<file path="src/design/div_pkg.sv">
// constants and types shared by the odd-ratio clock divider
package div_pkg;
  localparam int unsigned PH_W       = 4;
  localparam logic [3:0]  DIV_LO_N   = 4'h3;
  localparam logic [3:0]  DIV_HI_N   = 4'h5;
  localparam logic        EN_RST_VAL = 1'b1;
  localparam logic        Q_RST_VAL  = 1'b0;
  typedef enum logic [1:0] {ST_IDLE, ST_ARM_RISE, ST_ARM_FALL, ST_RUN} gate_e;
endpackage : div_pkg

</file>
<file path="src/design/odd_clk_div.sv">
// divide-by-three or divide-by-five clock divider with glitch-free enable
// Function
// - after enable rises, output starts only once an input rising then falling edge have passed.
// - after enable falls, output stops only after an input rising edge and a completed output fall.
// - the last output high phase on disable always has its full width, for both ratios.
// - the divider advances on both rising and falling edges of the input clock.
// - in divide-by-three the output falls on the falling edge of the second input cycle.
// - in divide-by-five the output falls on the falling edge of the third input cycle.
// - the enable register resets asserted, but after reset it follows the enable input every cycle.
// - while master clear is low the true output is low and the complement high.
// - with clear released and enable high, a low ratio select divides by three.
// - with clear released and enable high, a high ratio select divides by five.
// - with clear released and enable low, the true output is low and the complement high.
`timescale 1ns/10ps
module odd_clk_div (
  input  wire logic clk,
  input  wire logic rstn,
  input  wire logic clk_in,
  input  wire logic master_clear_n,
  input  wire logic enable,
  input  wire logic div_sel,
  output logic      q_r,
  output logic      qn_r
);
  logic                      rst_s1_r;
  logic                      rst_s2_r;
  logic                      rst;
  logic                      rise_ev;
  logic                      fall_ev;
  logic                      edge_ev;
  logic                      en_r;
  logic                      ratio_r;
  logic [div_pkg::PH_W-1:0]  ph_r;
  logic [div_pkg::PH_W-1:0]  ph_inc;
  logic [div_pkg::PH_W-1:0]  hi_cnt_r;
  div_pkg::gate_e            state_r;
  localparam int unsigned    PH_W = div_pkg::PH_W;

  function automatic logic [div_pkg::PH_W-1:0] half_n(input logic sel);
    half_n = sel ? div_pkg::DIV_HI_N : div_pkg::DIV_LO_N;
  endfunction : half_n

  // last half-cycle index of a period, always a falling-edge slot
  function automatic logic [div_pkg::PH_W-1:0] last_ph(input logic sel);
    last_ph = PH_W'((half_n(sel) << 1) - 4'h1);
  endfunction : last_ph

  // release is synchronised, assertion of reset stays asynchronous
  always_ff @(posedge clk or negedge rstn) begin
    if (!rstn) begin
      rst_s1_r <= 1'b0;
      rst_s2_r <= 1'b0;
    end else begin
      rst_s1_r <= 1'b1;
      rst_s2_r <= rst_s1_r;
    end
  end
  assign rst = ~rst_s2_r;

  edge_pulse u_edge (
    .clk    (clk),
    .rst    (rst),
    .sig    (clk_in),
    .rise_r (rise_ev),
    .fall_r (fall_ev)
  );

  // clk_in is sampled on clk, so outputs trail its edges by about two cycles
  // both input edges step the divider so odd ratios land on half cycles
  assign edge_ev = rise_ev | fall_ev;
  assign ph_inc  = ph_r + 4'h1;

  // resets high, then follows the enable input from the first clock after reset
  always_ff @(posedge clk or posedge rst) begin
    if (rst) begin
      en_r <= div_pkg::EN_RST_VAL;
    end else begin
      en_r <= enable;
    end
  end

  always_ff @(posedge clk or posedge rst) begin
    if (rst) begin
      state_r <= div_pkg::ST_IDLE;
      ph_r    <= '0;
      ratio_r <= 1'b0;
      q_r     <= div_pkg::Q_RST_VAL;
      qn_r    <= ~div_pkg::Q_RST_VAL;
    end else if (!master_clear_n) begin
      state_r <= div_pkg::ST_IDLE;
      ph_r    <= '0;
      q_r     <= 1'b0;
      qn_r    <= 1'b1;
    end else begin
      unique case (state_r)
        div_pkg::ST_IDLE: begin
          if (en_r) begin
            state_r <= div_pkg::ST_ARM_RISE;
          end
        end
        div_pkg::ST_ARM_RISE: begin
          if (!en_r) begin
            state_r <= div_pkg::ST_IDLE;
          end else if (rise_ev) begin
            state_r <= div_pkg::ST_ARM_FALL;
          end
        end
        div_pkg::ST_ARM_FALL: begin
          if (!en_r) begin
            state_r <= div_pkg::ST_IDLE;
          end else if (fall_ev) begin
            // parked on the last slot so the next rising edge opens a period
            state_r <= div_pkg::ST_RUN;
            ratio_r <= div_sel;
            ph_r    <= last_ph(div_sel);
          end
        end
        div_pkg::ST_RUN: begin
          if (edge_ev) begin
            if (ph_r == last_ph(ratio_r)) begin
              // gating only at a period boundary keeps every pulse whole
              if (en_r) begin
                ph_r    <= '0;
                ratio_r <= div_sel;
                q_r     <= 1'b1;
                qn_r    <= 1'b0;
              end else begin
                state_r <= div_pkg::ST_IDLE;
              end
            end else begin
              ph_r <= ph_inc;
              if (ph_inc == half_n(ratio_r)) begin
                q_r  <= 1'b0;
                qn_r <= 1'b1;
              end
            end
          end
        end
      endcase
    end
  end

  // assertion helper: input edges counted while the output is high
  always_ff @(posedge clk or posedge rst) begin
    if (rst) begin
      hi_cnt_r <= '0;
    end else if (!q_r) begin
      hi_cnt_r <= '0;
    end else if (edge_ev) begin
      hi_cnt_r <= hi_cnt_r + 4'h1;
    end
  end
endmodule : odd_clk_div

</file>
<file path="src/design/edge_pulse.sv">
// rising and falling edge pulses of a sampled clock input
`timescale 1ns/10ps
module edge_pulse (
  input  wire logic clk,
  input  wire logic rst,
  input  wire logic sig,
  output logic      rise_r,
  output logic      fall_r
);
  logic sig_r;
  logic armed_r;

  // no pulse off the first sample: the pin level before reset is unknown
  always_ff @(posedge clk or posedge rst) begin
    if (rst) begin
      sig_r   <= 1'b0;
      armed_r <= 1'b0;
      rise_r  <= 1'b0;
      fall_r  <= 1'b0;
    end else begin
      sig_r   <= sig;
      armed_r <= 1'b1;
      rise_r  <= armed_r & sig & ~sig_r;
      fall_r  <= armed_r & ~sig & sig_r;
    end
  end
endmodule : edge_pulse

</file>
<file path="config.mk">
export PLATFORM = sky130hd
export DESIGN_NAME = odd_clk_div
export DESIGN_NICKNAME = d
export VERILOG_FILES = /design/src/design/div_pkg.sv /design/src/design/odd_clk_div.sv /design/src/design/edge_pulse.sv
export SDC_FILE = /design/constraint.sdc
export NUM_CORES = 1
export LEC_CHECK = 0
export BUFFER_PORTS_ARGS = -buffer_cell sky130_fd_sc_hd__buf_4
export CAP_MARGIN = 20
export CORE_UTILIZATION = 50
export CTS_CLUSTER_DIAMETER = 80
export DETAILED_ROUTE_END_ITERATION = 7
export HOLD_SLACK_MARGIN = 0.03
export PLACE_DENSITY_LB_ADDON = 0.25
export SLEW_MARGIN = 20
export SYNTH_ARGS = -nofsm -noshare
export SYNTH_HDL_FRONTEND = slang
export SYNTH_HIERARCHICAL = 1
export SYNTH_SLANG_ARGS = --single-unit
export TNS_END_PERCENT = 20
</file>
<file path="constraint.sdc">
create_clock -name clk -period 0.8 [get_ports clk]
set_input_delay 0.04 -clock clk [delete_from_list [all_inputs] [get_ports clk]]
set_output_delay 0.04 -clock clk [all_outputs]
set_load 0.03 [all_outputs]
</file>
# Word-level counts from Yosys, hierarchy flattened
# Cells that the tools add are included.
[totals] register_bits=16 latch_bits=0 mem_bits_rw=0 romBits=0 input_bits=6 word_cells=89 mem_count=0
[op_classes] addsub=3 mul=0 div_mod_pow=0 magnitude_cmp=0 n_eq_ne=24 shifts=0 mux=37 bitwise=7 n_reduce_logical=6
[ops] op="$mux 4" count=6
[ops] op="$mux 2" count=9
[ops] op="$ne 3x3->1 const B" count=6
[ops] op="$mux 1" count=17
[ops] op="$ne 2x2->1 const B" count=4
[ops] op="$ne 4x3->1 const B" count=2
[ops] op="$pmux 2 s4" count=1
[ops] op="$pmux 4 s2" count=1
[ops] op="$sub 4x1->4 const B" count=2
[ops] op="$reduce_and 7->1" count=1
[ops] op="$mux 3" count=2
[ops] op="$ne 2x1->1 const B" count=3
[ops] op="$ne 3x1->1 const B" count=2
[ops] op="$reduce_and 6->1" count=1
[ops] op="$reduce_and 5->1" count=1
[ops] op="$add 4x1->4 const B" count=1
[ops] op="$and 1x1->1" count=4
[ops] op="$eq 2x2->1 const B" count=2
[ops] op="$eq 4x3->1" count=1
[ops] op="$eq 4x4->1" count=1
[ops] op="$ne 4x4->1 const B" count=1
[ops] op="$reduce_and 4->1" count=1
[ops] op="$ne 3x2->1 const B" count=1
[ops] op="$eq 2x1->1 const B" count=1
[ops] op="other kinds (5)" count=6

# Depth between registers and ports, before layout
[depth] ltp_word=7 ltp_mapped=6

# By module
# Netlist, hierarchy kept.
[by_module_without_submodules] module="odd_clk_div" instances=1 cells_each=74 area_per_inst_um2=704.4
[by_module_without_submodules] module="edge_pulse" instances=1 cells_each=8 area_per_inst_um2=125.1

# Least setup slack after synthesis
# No wires, ideal clock.
[synth_timing] kind="register to register" start="register ph_r[0] (netlist name)" end="register ph_r[2] (netlist name)" setup_ps=126 t_arrival_ps=1602 required_time_ps=674 slack_ps=-928 stages_incl_launch_ff=6 path_buffers=0 period_less_slack_ps=1728 cell_sequence="dfrtp_1 -> ha_1 -> and4bb_4 -> nor4_4 -> nor3_2 -> a221o_1"
[synth_between] elab_chain_len=5 elab_cells_between_ends=8
[synth_rtl] item="start, declared" line_no="odd_clk_div.sv:33" source="logic [div_pkg::PH_W-1:0] ph_r;"
[synth_rtl] item="start signal, assigned" line_no="odd_clk_div.sv:115" source="ph_r <= last_ph(div_sel);"
[synth_rtl] item="start signal, assigned" line_no="odd_clk_div.sv:131" source="ph_r <= ph_inc;"
[synth_rtl] item="$add 4x1->4 / $eq 4x4->1 (equally long branches)" line_no="odd_clk_div.sv:71, odd_clk_div.sv:120"
[synth_rtl] item="$mux 4" line_no="odd_clk_div.sv:120" source="if (ph_r == last_ph(ratio_r)) begin"
[synth_rtl] item="$mux 4" line_no="odd_clk_div.sv:119" source="if (edge_ev) begin"
[synth_rtl] item="$pmux 4 s2" line_no="odd_clk_div.sv:95" source="unique case (state_r)"
[synth_rtl] item="$mux 4" line_no="odd_clk_div.sv:89" source="end else if (!master_clear_n) begin"
# Parallel ways exist; a longest one is shown, timed or not. The select of a mux whose other input is x is not followed.
# A chain may end at the register's enable or synchronous reset.

# Final worst setup path
# Ends and elaborated chain as after synthesis.

==> flow_metrics.env <==
export IMPL_fin_skew_ns=0.0100
export IMPL_preCtsSetupSlack_ns=-0.981
export IMPL_fill_cells=90
export IMPL_hpwl_um=1570
export IMPL_clk_path_buf_depth=2
export IMPL_crit_arrival_ns=1.91
export IMPL_hold_ws_ns=0.0514
export IMPL_finalCritPeriodShare_pct=216
export IMPL_multi_input_area_um2=418
export IMPL_htree_num_levels=1
export IMPL_finalPower_mw=1.53
export IMPL_final_cell_area_um2=1220
export IMPL_synth_seq_area_share_pct=48.6
export IMPL_area_delta_synth_final_pct=47.5
export IMPL_critPathLaunchType="register"
export IMPL_synth_area_per_cell_um2=10.1
export IMPL_ys_ff_latch=16
export IMPL_rsz0062_at_grt="yes"
export IMPL_cp_end_kind="register"
export IMPL_ys_warnings_count=6
export IMPL_rrSetupSlack_ns=-0.93
export IMPL_synthCells=82
export IMPL_setup_ws_ns=-0.931
export IMPL_clkSinkCount=16
export IMPL_num_rows=14
export IMPL_critPathTopFamily="simple AND/OR/NAND/NOR gates"
export IMPL_start_util_pct=54.4
export IMPL_top_regs="ph_r (4), state_r (2)"
export IMPL_port_buffers=7
export IMPL_top_register="ph_r"
export IMPL_power_density_nw_per_um2=1250
export IMPL_clkLatencyLatePin_ns=0.29
export IMPL_gp_congestion=0.845
export IMPL_drc=0
export IMPL_ir_worst_vdd_v=0.00166
export IMPL_r2r_start="ph_r[0]$_DFFE_PN0P_"
export IMPL_io_pins=8
export IMPL_dieArea_um2=1830
export IMPL_final_seq_area_um2=403
export IMPL_routedWlPerCell_um=15.5
export IMPL_status="complete, but fails checks"
export IMPL_dr_total_vias=790
export IMPL_layout_drive_gt1_share_pct=41.5
export IMPL_cts_tree="done"
export IMPL_syn_area_um2=830
export IMPL_cts_root_buf="clkbuf_4"
export IMPL_hold_violations=0
export IMPL_fin_crit_ns=1.73
export IMPL_synth_nets=90
export IMPL_hold_path_end="q_r$_DFFE_PN0P_"
export IMPL_grt_pass1_wl_um=3660
export IMPL_avgViaCountPerCell=5.68
export IMPL_hold_path_class="primary input to register"
export IMPL_cellLeakagePower_nw=0.584
export IMPL_critPathSlowestCell="dfrtp_1"
export IMPL_wl_um=2150
export IMPL_core_area_um2=1520
export IMPL_largest_reg_flops=4
export IMPL_synth_edf_count=0
export IMPL_critPathRequiredTime_ns=0.98
export IMPL_synth_async_reset_ratio_pct=100
export IMPL_r2r_cells=5
export IMPL_die_w_um=42.7
export IMPL_min_path_cells=2
export IMPL_grt_max_degree=10
export IMPL_synth_main_ff_cell="dfrtp_1"
export IMPL_setup_viol=11
export IMPL_place_area_um2=1080
export IMPL_critPathBufInv=0
export IMPL_path_class="register to register"
export IMPL_cap_violations=0
export IMPL_min_delay_start="master_clear_n"
export IMPL_cpPeakStageDelay_ns=0.42
export IMPL_crit_chain="ha_4 > and4bb_4 > nor4_4 > nor3_2 > a221o_1"
export IMPL_worstPathMaxFanout=5
export IMPL_drv_slew=0
export IMPL_clk_pin_slew_ns=0.10
export IMPL_layout_nets=132
export IMPL_dr_pass1_iters=4
export IMPL_antenna_cells_inserted=0
export IMPL_antenna_left=0
export IMPL_gr_usage_all_layers_pct=27.3
export IMPL_fmax_ghz=0.578
export IMPL_drt_iter0_drc=21
export IMPL_antenna_found_initial=0
export IMPL_cts_made_buffers=3
export IMPL_violations="negative setup slack"
export IMPL_grt_ovfl_total=0
export IMPL_die_h_um=42.7
export IMPL_ys_types=37
export IMPL_r2r_end="ph_r[2]$_DFFE_PN0P_"
export IMPL_grt_pass1_vias=904
==> stage by stage <==
step	util [%]	TNS (ns)	cells
2_1_floorplan	-	-6.48	82
4_1_cts	79.8	-7.70	138
3_5_place_dp	70.9	-7.86	127
5_1_grt	80.3	-8.48	139
3_3_place_gp	70.9	-7.29	127
6_report	80.3	-7.74	139
==> power breakdown <==
| group | internal [mW] | total, mW | switching [mW] |
|---|---|---|---|
| logic | 0.0842 | 0.145 | 0.0605 |
| registers | 0.831 | 0.852 | 0.0213 |
| clock network | 0.277 | 0.538 | 0.261 |
==> Yosys cell counts, drive strengths merged (2+ instances only) <==
master | count | area, um2
clkbuf | 3 | 11.3
dfrtp | 14 | 350
o21ai | 2 | 10.0
ha | 2 | 25.0
nand4 | 2 | 12.5
nand2 | 5 | 18.8
nor3 | 5 | 30.0
conb | 2 | 7.51
dfstp | 2 | 52.6
nor4 | 3 | 33.8
a21oi | 5 | 25.0
and3b | 2 | 17.5
inv | 7 | 26.3
a31oi | 2 | 12.5
nor2 | 5 | 18.8
and3 | 2 | 12.5
==> repair_timing <==
action / CTS / global route
resized for setup: 7 / 0
buffers inserted: 2 / 1
hold endpoints to repair: 6 / 0
hold buffers: 5 / 0
pin swaps: 8 / 5
setup endpoints to repair: 11 / 11
==> per-layer routing <==
| layer | up-vias | global-route usage (%) | part of all wire, % |
|---|---|---|---|
| li1 | 380 | - | - |
| met1 | 376 | 30.7 | 40 |
| met2 | 28 | 51.2 | 54 |
| met3 | 6 | 4.68 | 4.2 |
| met4 | 0 | 8.75 | 1.8 |
| met5 | - | 0 | 0 |
==> kinds of logic after synthesis <==
kind of cell / share of synthesized area [%]
muxes: 1.36
adders and majority gates: 3.02
xor gates and xnor gates: 1.06
AOI/OAI and AO/OA: 14.6
buffers and inverters: 4.53
and+or+nand+nor: 25.9
other: 0.905
DFF: 48.6
==> area by class of cell <==
cell class | instances | area share, %
repair buffers | 40 | 26.2
flip-flops and latches | 16 | 32.9
well taps | 16 | 1.64
inverters | 7 | 2.15
multi-input cells | 56 | 34.2
clock buffers | 4 | 2.97
==> placed cells by master, fill, tap and decap left out, types with 2 or more instances in the layout <==
cell            n
inv_1           6
dfrtp_1        14
o21ai_0         2
buf_6           2
nor3_1          4
nor2_1          5
clkbuf_4        3
dlygate4sd3_1   5
dfstp_2         2
nor4_1          2
nand2_1         5
a21oi_1         5
buf_4          33
conb_1          2
nand4_1         2
and3b_1         2
and3_1          2
a31oi_1         2
==> worst max path at each step <==
| stage | start | end | slack, ns | depth (start not counted) |
|---|---|---|---|---|
| finish | ph_r[0]$_DFFE_PN0P_ | ph_r[2]$_DFFE_PN0P_ | -0.93 | 5 |
| CTS | ph_r[0]$_DFFE_PN0P_ | ph_r[2]$_DFFE_PN0P_ | -0.94 | 5 |
| floorplan | ph_r[0]$_DFFE_PN0P_ | ph_r[2]$_DFFE_PN0P_ | -0.88 | 5 |
| global placement | ph_r[1]$_DFFE_PN0P_ | ph_r[2]$_DFFE_PN0P_ | -0.90 | 6 |
| global route | ph_r[1]$_DFFE_PN0P_ | ph_r[2]$_DFFE_PN0P_ | -0.98 | 6 |
| detailed placement | ph_r[1]$_DFFE_PN0P_ | ph_r[2]$_DFFE_PN0P_ | -0.98 | 6 |
(Power assumes the default switching activity.)
